===== config.mk =====
export PLATFORM = sky130hd
export DESIGN_NAME = supervisor_spi_pin_logic
export DESIGN_NICKNAME = d
export VERILOG_FILES = /design/src/sup_pkg.sv /design/src/byte_buf2.sv /design/src/supervisor_spi_pin_logic.sv
export VERILOG_INCLUDE_DIRS = /design/src
export SDC_FILE = /design/constraint.sdc
export NUM_CORES = 1
export LEC_CHECK = 0
export BUFFER_PORTS_ARGS = -buffer_cell sky130_fd_sc_hd__buf_2
export CORE_AREA = 8 8 121 123
export DETAILED_ROUTE_END_ITERATION = 6
export DIE_AREA = 0 0 129 131
export GPL_TIMING_DRIVEN = 0
export PLACE_DENSITY = 0.61
export RECOVER_POWER = 25
export SYNTH_ARGS = -nofsm -noshare
export SYNTH_HDL_FRONTEND = slang
export SYNTH_SLANG_ARGS = --single-unit

===== constraint.sdc =====
create_clock -name ref_clk_i -period 4.2 [get_ports ref_clk_i]
set_input_delay 0.84 -clock ref_clk_i [delete_from_list [all_inputs] [get_ports ref_clk_i]]
set_output_delay 0.84 -clock ref_clk_i [all_outputs]
set_load 0.05 [all_outputs]

===== src/sup_defines.svh =====
`ifndef SUP_DEFINES_SVH
`define SUP_DEFINES_SVH
// ----------------------------------------
// Timing
// ----------------------------------------
`define CLK_PERIOD_NS 8
`define HOLD_TIME_MS 250
`define HOLD_CYCLES ((`HOLD_TIME_MS * 1000000) / `CLK_PERIOD_NS)
`define WD_SHORT_MS 200
`define WD_MID_MS 600
`define WD_LONG_MS 1400
`define WD_SHORT_CYCLES ((`WD_SHORT_MS * 1000000) / `CLK_PERIOD_NS)
`define WD_MID_CYCLES ((`WD_MID_MS * 1000000) / `CLK_PERIOD_NS)
`define WD_LONG_CYCLES ((`WD_LONG_MS * 1000000) / `CLK_PERIOD_NS)
// ----------------------------------------
// Field layout
// ----------------------------------------
`define CNT_W 32
`define BYTE_W 8
`define BIT_CNT_W 3
`define BIT_LAST 3'h7
`define WD_CODE_SHORT 2'h0
`define WD_CODE_MID 2'h1
`define WD_CODE_LONG 2'h2
`define WD_CODE_OFF 2'h3
// ----------------------------------------
// Synchroniser lanes
// ----------------------------------------
`define SYNC_W 6
`define SYNC_SUPPLY 5
`define SYNC_SEL 4
`define SYNC_SCK 3
`define SYNC_SI 2
`define SYNC_WP 1
`define SYNC_BUSY 0
`endif


===== src/sup_pkg.sv =====
package sup_pkg;
	typedef logic [7:0] byte_t;
	typedef logic [1:0] wd_sel_t;
	typedef enum logic [1:0] {
		PWR_STANDBY,
		PWR_ACTIVE,
		PWR_WRITE_BUSY
	} pwr_state_e;
endpackage : sup_pkg


===== src/byte_buf2.sv =====
`timescale 1ns/1ps
module byte_buf2 (
	// Clock and reset
	input wire logic ref_clk_i,
	input wire logic rst_n_i,
	input wire logic flush_i,
	// Fill side
	input wire logic in_valid_i,
	output logic in_ready_o,
	input wire sup_pkg::byte_t in_data_i,
	// Drain side
	output logic out_valid_o,
	input wire logic out_ready_i,
	output sup_pkg::byte_t out_data_o
);
	import sup_pkg::*;
	byte_t mem_r [2];
	logic wr_ptr_r;
	logic rd_ptr_r;
	logic [1:0] count_r;
	wire push = in_valid_i && in_ready_o;
	wire pop = out_valid_o && out_ready_i;
	assign in_ready_o = (count_r != 2'h2);
	assign out_valid_o = (count_r != 2'h0);
	assign out_data_o = mem_r[rd_ptr_r];
	always_ff @(posedge ref_clk_i) begin
		if (!rst_n_i || flush_i) begin
			wr_ptr_r <= 1'b0;
			rd_ptr_r <= 1'b0;
			count_r <= 2'h0;
		end else begin
			if (push) begin
				mem_r[wr_ptr_r] <= in_data_i;
				wr_ptr_r <= ~wr_ptr_r;
			end
			if (pop)
				rd_ptr_r <= ~rd_ptr_r;
			count_r <= count_r + {1'b0, push} - {1'b0, pop};
		end
	end
endmodule : byte_buf2


===== src/supervisor_spi_pin_logic.sv =====
`timescale 1ns/1ps
`include "sup_defines.svh"
// Notes on behaviour
// (RQ1) Select high deselects device; serial output floats.
// (RQ2) Select high and no write busy gives standby; select low gives active.
// (RQ3) After power-up nothing is accepted until a select falling edge.
// (RQ4) Each select falling edge restarts the watchdog.
// (RQ5) No falling edge within the period asserts the reset output.
// (RQ6) Watchdog trips only when enabled, select stuck high or low.
// (RQ7) Read data is driven and changes on serial clock falling edges.
// (RQ8) Input bits sampled on rising serial clock edges, MSB first.
// (RQ9) Write protect low refuses nonvolatile writes.
// (RQ10) Open-drain reset asserts under sense level, releases after 250 ms above.
// (RQ11) Reset active at power-up and held 250 ms after supply settles.
// (RQ12) Watchdog period chosen by two retained period bits.
// (RQ13) While reset is asserted the serial interface is blocked.
// (RQ14) Hold counter restarts if supply dips again mid-hold.
module supervisor_spi_pin_logic #(
	parameter int unsigned HOLD_CYCLES = `HOLD_CYCLES,
	parameter int unsigned WD_SHORT_CYCLES = `WD_SHORT_CYCLES,
	parameter int unsigned WD_MID_CYCLES = `WD_MID_CYCLES,
	parameter int unsigned WD_LONG_CYCLES = `WD_LONG_CYCLES
) (
	// Clock and reset
	input wire logic ref_clk_i,
	input wire logic rst_n_i,
	// Supply monitor
	input wire logic supply_ok_i,
	// Serial pins
	input wire logic select_and_watchdog_input_i,
	input wire logic sck_i,
	input wire logic si_i,
	output logic so_o,
	output logic so_oe_o,
	input wire logic write_protect_n_i,
	// Retained period bits
	input wire logic watchdog_period_bit_hi_i,
	input wire logic watchdog_period_bit_lo_i,
	// Write cycle status
	input wire logic nv_write_busy_i,
	// Reset output, open drain
	output logic reset_n_o,
	output logic reset_oe_o,
	// Received bytes
	output logic rx_valid_o,
	input wire logic rx_ready_i,
	output sup_pkg::byte_t rx_data_o,
	output logic rx_write_allowed_o,
	// Read data to shift out
	input wire logic tx_valid_i,
	output logic tx_ready_o,
	input wire sup_pkg::byte_t tx_data_i,
	// Power state
	output sup_pkg::pwr_state_e pwr_state_o,
	output logic armed_o
);
	import sup_pkg::*;

	// ----------------------------------------
	// Input synchronisers
	// ----------------------------------------
	// Pins are async to ref_clk; two flops each before any use
	localparam int NSYNC = `SYNC_W;
	logic [NSYNC-1:0] raw_in;
	logic [NSYNC-1:0] sync1_r;
	logic [NSYNC-1:0] sync2_r;
	assign raw_in = {supply_ok_i, select_and_watchdog_input_i, sck_i, si_i,
		write_protect_n_i, nv_write_busy_i};
	genvar gi;
	generate
		for (gi = 0; gi < NSYNC; gi++) begin : g_sync
			always_ff @(posedge ref_clk_i) begin
				// Select idles high, so its lane resets high: no false edge
				if (!rst_n_i) begin
					sync1_r[gi] <= (gi == `SYNC_SEL) ? 1'b1 : 1'b0;
					sync2_r[gi] <= (gi == `SYNC_SEL) ? 1'b1 : 1'b0;
				end else begin
					sync1_r[gi] <= raw_in[gi];
					sync2_r[gi] <= sync1_r[gi];
				end
			end
		end
	endgenerate
	wire supply_s = sync2_r[`SYNC_SUPPLY];
	wire sel_s = sync2_r[`SYNC_SEL];
	wire sck_s = sync2_r[`SYNC_SCK];
	wire si_s = sync2_r[`SYNC_SI];
	wire wp_n_s = sync2_r[`SYNC_WP];
	wire busy_s = sync2_r[`SYNC_BUSY];
	// SCK idle level depends on mode; the link stays shut through the hold

	logic sel_d_r;
	logic sck_d_r;
	wire sel_fall = sel_d_r && !sel_s;
	wire sck_rise = !sck_d_r && sck_s;
	wire sck_fall = sck_d_r && !sck_s;
	always_ff @(posedge ref_clk_i) begin
		if (!rst_n_i) begin
			sel_d_r <= 1'b1;
			sck_d_r <= 1'b0;
		end else begin
			sel_d_r <= sel_s;
			sck_d_r <= sck_s;
		end
	end

	// ----------------------------------------
	// Supply hold and reset output
	// ----------------------------------------
	logic [`CNT_W-1:0] hold_cnt_r;
	logic hold_done_r;
	logic wd_trip_r;
	always_ff @(posedge ref_clk_i) begin
		if (!rst_n_i) begin
			hold_cnt_r <= '0;
			hold_done_r <= 1'b0;
		end else if (!supply_s || wd_trip_r) begin
			hold_cnt_r <= '0; // [RQ14]
			hold_done_r <= 1'b0; // [RQ10]
		end else if (!hold_done_r) begin
			if (hold_cnt_r == `CNT_W'(HOLD_CYCLES - 1))
				hold_done_r <= 1'b1; // [RQ11]
			else
				hold_cnt_r <= hold_cnt_r + `CNT_W'(1);
		end
	end
	// Drain only; level low when enabled
	wire reset_active = !hold_done_r;
	assign reset_n_o = 1'b0;
	assign reset_oe_o = reset_active; // [RQ10] [RQ11]

	// ----------------------------------------
	// Watchdog
	// ----------------------------------------
	wd_sel_t wd_code;
	logic [`CNT_W-1:0] wd_limit;
	logic [`CNT_W-1:0] wd_cnt_r;
	// Counts at either select level, so a stuck-low host trips as well
	assign wd_code = {watchdog_period_bit_hi_i, watchdog_period_bit_lo_i};
	wire wd_enabled = (wd_code != `WD_CODE_OFF); // [RQ6]
	assign wd_limit = (wd_code == `WD_CODE_SHORT) ? `CNT_W'(WD_SHORT_CYCLES) :
		(wd_code == `WD_CODE_MID) ? `CNT_W'(WD_MID_CYCLES) :
		`CNT_W'(WD_LONG_CYCLES); // [RQ12]
	always_ff @(posedge ref_clk_i) begin
		if (!rst_n_i || reset_active || !wd_enabled || sel_fall) begin
			wd_cnt_r <= '0; // [RQ4]
			wd_trip_r <= 1'b0;
		end else if (wd_cnt_r == wd_limit - `CNT_W'(1)) begin
			wd_trip_r <= 1'b1; // [RQ5] [RQ6]
			wd_cnt_r <= '0;
		end else begin
			wd_cnt_r <= wd_cnt_r + `CNT_W'(1);
			wd_trip_r <= 1'b0;
		end
	end

	// ----------------------------------------
	// Select, arming and power state
	// ----------------------------------------
	// Armed only by a falling edge seen while out of reset
	logic armed_r;
	always_ff @(posedge ref_clk_i) begin
		if (!rst_n_i || reset_active)
			armed_r <= 1'b0; // [RQ13]
		else if (sel_fall)
			armed_r <= 1'b1; // [RQ3]
	end
	assign armed_o = armed_r;
	wire link_on = armed_r && !sel_s && !reset_active; // [RQ13]
	assign pwr_state_o = !sel_s ? PWR_ACTIVE :
		busy_s ? PWR_WRITE_BUSY : PWR_STANDBY; // [RQ2]

	// ----------------------------------------
	// Receive shifter
	// ----------------------------------------
	logic [`BIT_CNT_W-1:0] rx_bit_r;
	byte_t rx_sh_r;
	logic rx_push_r;
	byte_t rx_word_r;
	logic rx_ready_buf;
	wire rx_done = link_on && sck_rise && (rx_bit_r == `BIT_LAST);
	always_ff @(posedge ref_clk_i) begin
		if (!rst_n_i || !link_on) begin
			rx_bit_r <= '0;
		end else if (sck_rise) begin
			rx_sh_r <= {rx_sh_r[`BYTE_W-2:0], si_s}; // [RQ8]
			rx_bit_r <= rx_bit_r + `BIT_CNT_W'(1);
		end
	end
	always_ff @(posedge ref_clk_i) begin
		if (rx_done)
			rx_word_r <= {rx_sh_r[`BYTE_W-2:0], si_s}; // [RQ8]
	end
	// A finished word outlives deselect; only reset drops it. New word wins a clash.
	always_ff @(posedge ref_clk_i) begin
		if (!rst_n_i || reset_active)
			rx_push_r <= 1'b0; // [RQ13]
		else if (rx_done)
			rx_push_r <= 1'b1;
		else if (rx_ready_buf)
			rx_push_r <= 1'b0;
	end
	// A stall of more than one pending word overwrites; buffer depth covers it
	byte_buf2 byte_buf2_inst (
		.ref_clk_i(ref_clk_i),
		.rst_n_i(rst_n_i),
		.flush_i(reset_active),
		.in_valid_i(rx_push_r),
		.in_ready_o(rx_ready_buf),
		.in_data_i(rx_word_r),
		.out_valid_o(rx_valid_o),
		.out_ready_i(rx_ready_i),
		.out_data_o(rx_data_o)
	);
	assign rx_write_allowed_o = wp_n_s; // [RQ9]

	// ----------------------------------------
	// Transmit shifter
	// ----------------------------------------
	logic [`BIT_CNT_W-1:0] tx_bit_r;
	byte_t tx_sh_r;
	logic tx_loaded_r;
	logic so_r;
	logic so_en_r;
	assign tx_ready_o = link_on && !tx_loaded_r;
	always_ff @(posedge ref_clk_i) begin
		if (!rst_n_i || !link_on) begin
			tx_bit_r <= '0;
			tx_loaded_r <= 1'b0;
			so_r <= 1'b0;
			so_en_r <= 1'b0; // [RQ1]
		end else begin
			if (tx_valid_i && tx_ready_o) begin
				tx_sh_r <= tx_data_i;
				tx_loaded_r <= 1'b1;
			end
			if (sck_fall && tx_loaded_r) begin
				so_r <= tx_sh_r[`BYTE_W-1]; // [RQ7]
				so_en_r <= 1'b1;
				tx_sh_r <= {tx_sh_r[`BYTE_W-2:0], 1'b0};
				tx_bit_r <= tx_bit_r + `BIT_CNT_W'(1);
				if (tx_bit_r == `BIT_LAST)
					tx_loaded_r <= 1'b0;
			end
		end
	end
	assign so_o = so_r;
	// Gated by link state so a reset in mid-read floats the pin at once
	assign so_oe_o = so_en_r && link_on; // [RQ1] [RQ13]

	// ----------------------------------------
	// Checks
	// ----------------------------------------
	property p_hiz_when_deselected;
		@(posedge ref_clk_i) disable iff (!rst_n_i) sel_s |-> !so_oe_o;
	endproperty
	a_hiz_when_deselected: assert property (p_hiz_when_deselected) // [RQ1]
		else $error("serial output driven while deselected");
	property p_power_state;
		@(posedge ref_clk_i) disable iff (!rst_n_i)
		(sel_s && !busy_s) |-> pwr_state_o == PWR_STANDBY;
	endproperty
	a_power_state: assert property (p_power_state) else $error("standby expected"); // [RQ2]
	property p_arm_edge;
		@(posedge ref_clk_i) disable iff (!rst_n_i)
		$rose(armed_r) |-> $past(sel_fall);
	endproperty
	a_arm_edge: assert property (p_arm_edge) else $error("armed without edge"); // [RQ3]
	property p_wd_restart;
		@(posedge ref_clk_i) disable iff (!rst_n_i) sel_fall |=> wd_cnt_r == '0;
	endproperty
	a_wd_restart: assert property (p_wd_restart) else $error("watchdog not restarted"); // [RQ4]
	property p_wd_reset;
		@(posedge ref_clk_i) disable iff (!rst_n_i) wd_trip_r |=> reset_oe_o;
	endproperty
	a_wd_reset: assert property (p_wd_reset) else $error("trip without reset"); // [RQ5]
	property p_wd_off;
		@(posedge ref_clk_i) disable iff (!rst_n_i) !wd_enabled |=> !wd_trip_r;
	endproperty
	a_wd_off: assert property (p_wd_off) else $error("disabled watchdog tripped"); // [RQ6]
	property p_so_fall;
		@(posedge ref_clk_i) disable iff (!rst_n_i)
		(link_on && $changed(so_r)) |-> $past(sck_fall);
	endproperty
	a_so_fall: assert property (p_so_fall) else $error("output changed off fall"); // [RQ7]
	property p_low_supply;
		@(posedge ref_clk_i) disable iff (!rst_n_i) !supply_s |=> reset_oe_o [*2];
	endproperty
	a_low_supply: assert property (p_low_supply) else $error("reset not held low"); // [RQ10]
	property p_hold_restart;
		@(posedge ref_clk_i) disable iff (!rst_n_i)
		!supply_s |=> hold_cnt_r == '0 && !hold_done_r;
	endproperty
	a_hold_restart: assert property (p_hold_restart) else $error("hold not restarted"); // [RQ14]
	property p_blocked;
		@(posedge ref_clk_i) disable iff (!rst_n_i) reset_active |-> !tx_ready_o && !so_oe_o;
	endproperty
	a_blocked: assert property (p_blocked) else $error("link open during reset"); // [RQ13]
	property p_wp;
		@(posedge ref_clk_i) disable iff (!rst_n_i) !wp_n_s |-> !rx_write_allowed_o;
	endproperty
	a_wp: assert property (p_wp) else $error("write allowed while protected"); // [RQ9]
	c_wd_trip: cover property (@(posedge ref_clk_i) wd_trip_r);
	c_rx_byte: cover property (@(posedge ref_clk_i) rx_valid_o && rx_ready_i);
	c_release: cover property (@(posedge ref_clk_i) $fell(reset_oe_o));
endmodule : supervisor_spi_pin_logic


## Word level (Yosys, flattened, before mapping)

Memory sizes are Yosys's and may differ from the RTL's. A register that Yosys moved wholly into a read port is not among the register bits.
Cells that the tools add are included.

- Memories: 1
- Register bits after elaboration: 118
- Bits of input ports: 20
- RAM bits: 16
- Output and inout bits: 18

- Add/subtract/negate cells: 7
- Equality and inequality tests: 7
- Multiplexer cells: 19
- Reductions and logical operators: 36
- Bitwise operators: 6

Memories:

| name | words | bits a word | rd ports | clocked after memory_dff | wr ports | RTL line | source |
|---|---|---|---|---|---|---|---|
| byte_buf2_inst.mem_r | 2 | 8 | 1 | 1 | 1 | byte_buf2.sv:17 | `byte_t mem_r [2];` |

Operator list:

| operator | number |
|---|---|
| $add A32 B1 Y32 const B | 2 |
| $mux W28 | 2 |
| $eq A32 B25 Y1 const B | 1 |
| $eq A32 B32 Y1 | 1 |
| $sub A28 B1 Y29 const B | 1 |
| $mux W8 | 2 |
| $logic_and A1 B1 Y1 | 13 |
| $mux W1 | 13 |
| $logic_not A1 Y1 | 9 |
| $add A3 B1 Y3 const B | 2 |
| $eq A3 B3 Y1 const B | 2 |
| $not A1 Y1 | 6 |
| $reduce_and A2 Y1 | 3 |
| $reduce_bool A2 Y1 | 3 |
| $logic_or A1 B1 Y1 | 5 |
| $mux W2 | 2 |
| $ne A2 B2 Y1 const B | 2 |
| $reduce_or A2 Y1 | 2 |
| $add A2 B1 Y2 | 1 |
| $eq A2 B1 Y1 const B | 1 |
| $logic_not A2 Y1 | 1 |
| $sub A2 B1 Y2 | 1 |

## Logic depth before layout (Yosys ltp)

- Depth in word-level cells: 8
- Gate-level depth with buffers: 9

## By module

From an unflattened synthesis, not the netlist that was laid out.

- Cell total of the unflattened synthesis: 578
- Area, all modules: 5,789.3 sq um

Modules (own cells, without submodules):

| module | area an instance (sq um) | cells an instance | seq. area each (sq um) | times used |
|---|---|---|---|---|
| supervisor_spi_pin_logic | 4,974.8 | 526 | 2,512.4 | 1 |
| byte_buf2 | 814.5 | 52 | 580.6 | 1 |

## Worst setup path after synthesis

No wires, ideal clock.

- Kind: register to register
- Start: reg sync2_r[4] (netlist: sel_s)
- End: reg tx_sh_r[0], enable pin
- Clock period less this slack: 2.670 ns
- Data arrival time: 2.295 ns
- Stages on the path, launching flop included: 6
- Library setup time: 0.375 ns
- Slack: 1.530 ns
- Path through: dfxtp_1 -> inv_1 -> and3_1 -> nor2b_1 -> nand2_1 -> a21oi_1

- Longest elaborated chain between the ends: 7
- Elaborated cells on any way between the ends: 10
- Those cells by class: bitwise: 1; reduce/logical: 9

Ends and longest elaborated chain:

| item | RTL line | source |
|---|---|---|
| from (decl) | supervisor_spi_pin_logic.sv:66 | `logic [NSYNC-1:0] sync2_r;` |
| from (signal, indexed assignment) | supervisor_spi_pin_logic.sv:76 | `` sync2_r[gi] <= (gi == `SYNC_SEL) ? 1'b1 : 1'b0; `` |
| from (signal, indexed assignment) | supervisor_spi_pin_logic.sv:79 | `sync2_r[gi] <= sync1_r[gi];` |
| $logic_not A1 Y1 | - |  |
| $logic_and A1 B1 Y1 (2 in a row) | supervisor_spi_pin_logic.sv:169 | `wire link_on = armed_r && !sel_s && !reset_active;` |
| $logic_and A1 B1 Y1 | supervisor_spi_pin_logic.sv:225 | `assign tx_ready_o = link_on && !tx_loaded_r;` |
| net tx_ready_o | supervisor_spi_pin_logic.sv:51 | `output logic tx_ready_o,` |
| $logic_and A1 B1 Y1 | supervisor_spi_pin_logic.sv:233 | `if (tx_valid_i && tx_ready_o) begin` |
| $reduce_bool A2 Y1 (no source line) | - |  |
| $reduce_and A2 Y1 (no source line) | - |  |
| to (signal assigned) | supervisor_spi_pin_logic.sv:234 | `tx_sh_r <= tx_data_i;` |
| to (signal assigned) | supervisor_spi_pin_logic.sv:240 | `` tx_sh_r <= {tx_sh_r[`BYTE_W-2:0], 1'b0}; `` |
| to (decl) | supervisor_spi_pin_logic.sv:221 | `byte_t tx_sh_r;` |

The timed path passes the listed nets, and every way through them passes these cells.
A chain may end at the register's enable or synchronous reset.

==> impl_metrics.toml <==
[grt]
grt_antenna_before_repair = 0
gr-total-overflow = 0
grt_start_max_net_pins = 17
global_route.usage.total = 0.139
first_pass_grt_wire_length_um = 18400
grt_pass1_vias = 3954

[setup_path]
critical_path_peak_fanout = 8
cp_slowest_cell = "sky130_fd_sc_hd__mux2_2"
critPathMaxStageDelay_ns = 0.40
cp.required_ns = 3.36
cp_num_buf_inv = 2
timing.critical_path.to_type = "primary output"
cell_by_cell_trace_of_the_critical_path = "clkbuf_1 -> mux2_2 -> buf_2"
r2r_end = "hold_cnt_r[28]"
reg_to_reg_slack_setup_ns = 1.79
path_delay_family = "buffers and inverters"
setup.worst_path.start_class = "flop"
arrival_ns = 1.72
worstSetupPathType = "reg -> out"
timing.rr.start = "hold_cnt_r[0]"
worstRegToRegCells = 7

[placed_design]
routabilityCongestion = 0.808
dp.final_hpwl_um = 7600
port-buffer-count = 34
placement_cell_area_um2 = 6130
place_inst = 787

[clocking]
cts_tree = "built"
numClockSinks = 135
worstSkewPairLatency_ns = 0.42
cts_inserted_buffers = 17
cts_htree_levels = 4
cts.path.max_buffers = 2
post-cts-setup-buffers = 0
clock_tree.root_cell = "sky130_fd_sc_hd__clkbuf_16"
clkSlewWorstSetupHoldPaths_ns = 0.06
cts_hold_buffers = 0
cts_repair_resize_count = 0

[route]
vias_per_cell = 4.98
drt-total-wl_um = 10900
drt-pass1-iter-count = 5
detail-route-antenna-nets = 0
detail_route.drc_violations = 0
detailroute.via_count = 4079
detailedRoute.firstIterationViolations = 236
wl_per_cell_um = 13.3

[synthesis]
synth_edf_count = 39
synth_top_area_frac = 0.335
fraction_of_synthesis_flops_using_an_asynchronous_set_or_reset_pin = 0
netlist_top_cells_count = "96 x sky130_fd_sc_hd__dfxtp_1, 89 x sky130_fd_sc_hd__nor2_1, 61 x sky130_fd_sc_hd__nand2_1, 42 x sky130_fd_sc_hd__xnor2_1, 39 x sky130_fd_sc_hd__edfxtp_1"
post_synth_num_cell_types = 49
synth_most_common_cell = "sky130_fd_sc_hd__dfxtp_1"
synth.yosys.seq_area_share = 0.539
biggest_area_consumer_among_synthesized_cells = "sky130_fd_sc_hd__dfxtp_1"
netlist_area_um2 = 5740
synth_fp_nets = 605
yosys_register_bits = 135
synthFlopType = "sky130_fd_sc_hd__dfxtp_1"
synth_area_per_cell_um2 = 9.95
yosysWarningCount = 0
ys_top_cells_by_area = "sky130_fd_sc_hd__dfxtp_1 33%, sky130_fd_sc_hd__edfxtp_1 20%, sky130_fd_sc_hd__xnor2_1 6.4%"
gate_count_after_technology_mapping = 577

[hold_path]
hold_path.class = "reg -> reg"
min-delay-start = "sync1_r[4]"
timing.hold.worst_endpoint = "sel_s"
hold-path-cell-count = 1

[sta]
fmaxAchievable_mhz = 391
timing.final.hold_violations = 0
finalSetupTns_ns = 0
setup_viol = 0
post-route-period-util = 0.609
finalCriticalPeriod_ns = 2.56
unrepaired_setup_endpoints_after_global_routing = "false"
worst_clock_skew_ns = 0.00512
slew_headroom = 0.133
timing.final.max_slew_violations = 0
worst-slew-pin-transition_ns = 1.29

[die]
die_h_um = 131
floorplan.io_pins = 38
row_count = 42
die_area_um2 = 16900
dieWidth_um = 129
coreArea_um2 = 12900
start_util = 0.446

[power]
max-vdd-ir-drop_mv = 0.302
power.density_nw_per_um2 = 420
power_leakage_uw = 0.00224

[final_layout]
utilization = 0.521
drive_above_1_share = 0.138
post_route_non_filler_standard_cell_count = 819
num-nets-final = 658
post_route_design_area_um2 = 6710
area_delta_synth_final_pct = 16.9
diodes = 0

[job]
number_of_maximum_capacitance_constraint_violations = 0

[outcome]
status = "finished clean"
-- layout by cell type, fill, tap and decap left out, types with 10 or more instances in the layout --
| cell | synthesis | final |
|---|---|---|
| sky130_fd_sc_hd__and2_1 | 17 | 14 |
| sky130_fd_sc_hd__buf_2 | 2 | 36 |
| sky130_fd_sc_hd__clkbuf_1 | 17 | 17 |
| sky130_fd_sc_hd__clkbuf_16 | 0 | 17 |
| sky130_fd_sc_hd__dfxtp_1 | 96 | 96 |
| sky130_fd_sc_hd__edfxtp_1 | 39 | 39 |
| sky130_fd_sc_hd__inv_1 | 18 | 18 |
| sky130_fd_sc_hd__nand2_1 | 61 | 61 |
| sky130_fd_sc_hd__nand3_1 | 24 | 24 |
| sky130_fd_sc_hd__nand4_1 | 23 | 23 |
| sky130_fd_sc_hd__nor2_1 | 89 | 89 |
| sky130_fd_sc_hd__nor3_1 | 17 | 17 |
| sky130_fd_sc_hd__nor4_1 | 10 | 10 |
| sky130_fd_sc_hd__xnor2_1 | 42 | 42 |
| sky130_fd_sc_hd__xor2_1 | 22 | 22 |
-- area by class of cell --
| type | instances | area (µm²) |
|---|---|---|
| plain buffers | 27 | 133 |
| fillers | 1169 | 6160 |
| clock buffers | 17 | 425 |
| repair buffers | 34 | 170 |
| clock inverters | 15 | 153 |
| multi-input cells | 397 | 2450 |
| well taps | 176 | 220 |
| flip-flops and latches | 135 | 3090 |
| inverters | 18 | 67.6 |
-- cell families after synthesis --
logic type      Yosys count  synth area share
buf+inv                  45            0.0349
simple gates            289             0.255
mux                      11            0.0209
flops                   135             0.539
compound gates           24            0.0346
other cells               1          0.000653
xor+xnor                 64            0.0976
fa+ha+maj                 8            0.0174
-- registers in the layout, summed over array words and instances, names as in the netlist, 2 cells and up, named ones only --
signal,flops
hold_cnt_r,32
wd_cnt_r,32
byte_buf2_inst.mem_r,16
rx_word_r,8
tx_sh_r,8
rx_sh_r,7
sync1_r,6
rx_bit_r,3
tx_bit_r,3
byte_buf2_inst.count_r,2
-- how the worst max path moves through the flow --
stage,startpoint,endpoint,slack (ns),depth (start not counted)
2_1_floorplan,sel_s,tx_sh_r[0],1.53,5
3_3_place_gp,rst_n_i,byte_buf2_inst.mem_r[1][7],1.27,3
3_5_place_dp,rst_n_i,rx_sh_r[2],1.23,4
4_1_cts,flop,rx_data_o[0],1.57,3
5_1_grt,rst_n_i,rx_sh_r[4],1.46,4
6_report,flop,rx_data_o[0],1.64,3
-- report_power, final --
part | switching (µW) | internal, µW | leakage (µW)
logic | 22.1 | 14.3 | 0.000843
clock network | 569 | 872 | 0.000263
registers | 2.38 | 1340 | 0.00113
-- metal layers --
metal	share of wire	track usage	vias to the layer above
li1	-	-	2086
met1	0.47	0.162	1935
met2	0.49	0.227	47
met3	0.035	0.0475	11
met4	0.013	0.0650	0
met5	0	0	-
-- through the flow --
stage                     hold slack, ns  total power [µW]  worst slack [ns]
after floorplan                    0.386              1390              1.53
after global placement             0.397              1410              1.27
after detailed placement           0.402              1410              1.23
after CTS                          0.411              2840              1.57
after global routing               0.429              2910              1.46
final                              0.405              2820              1.64
Note: power is estimated with default switching activity, not from simulation.
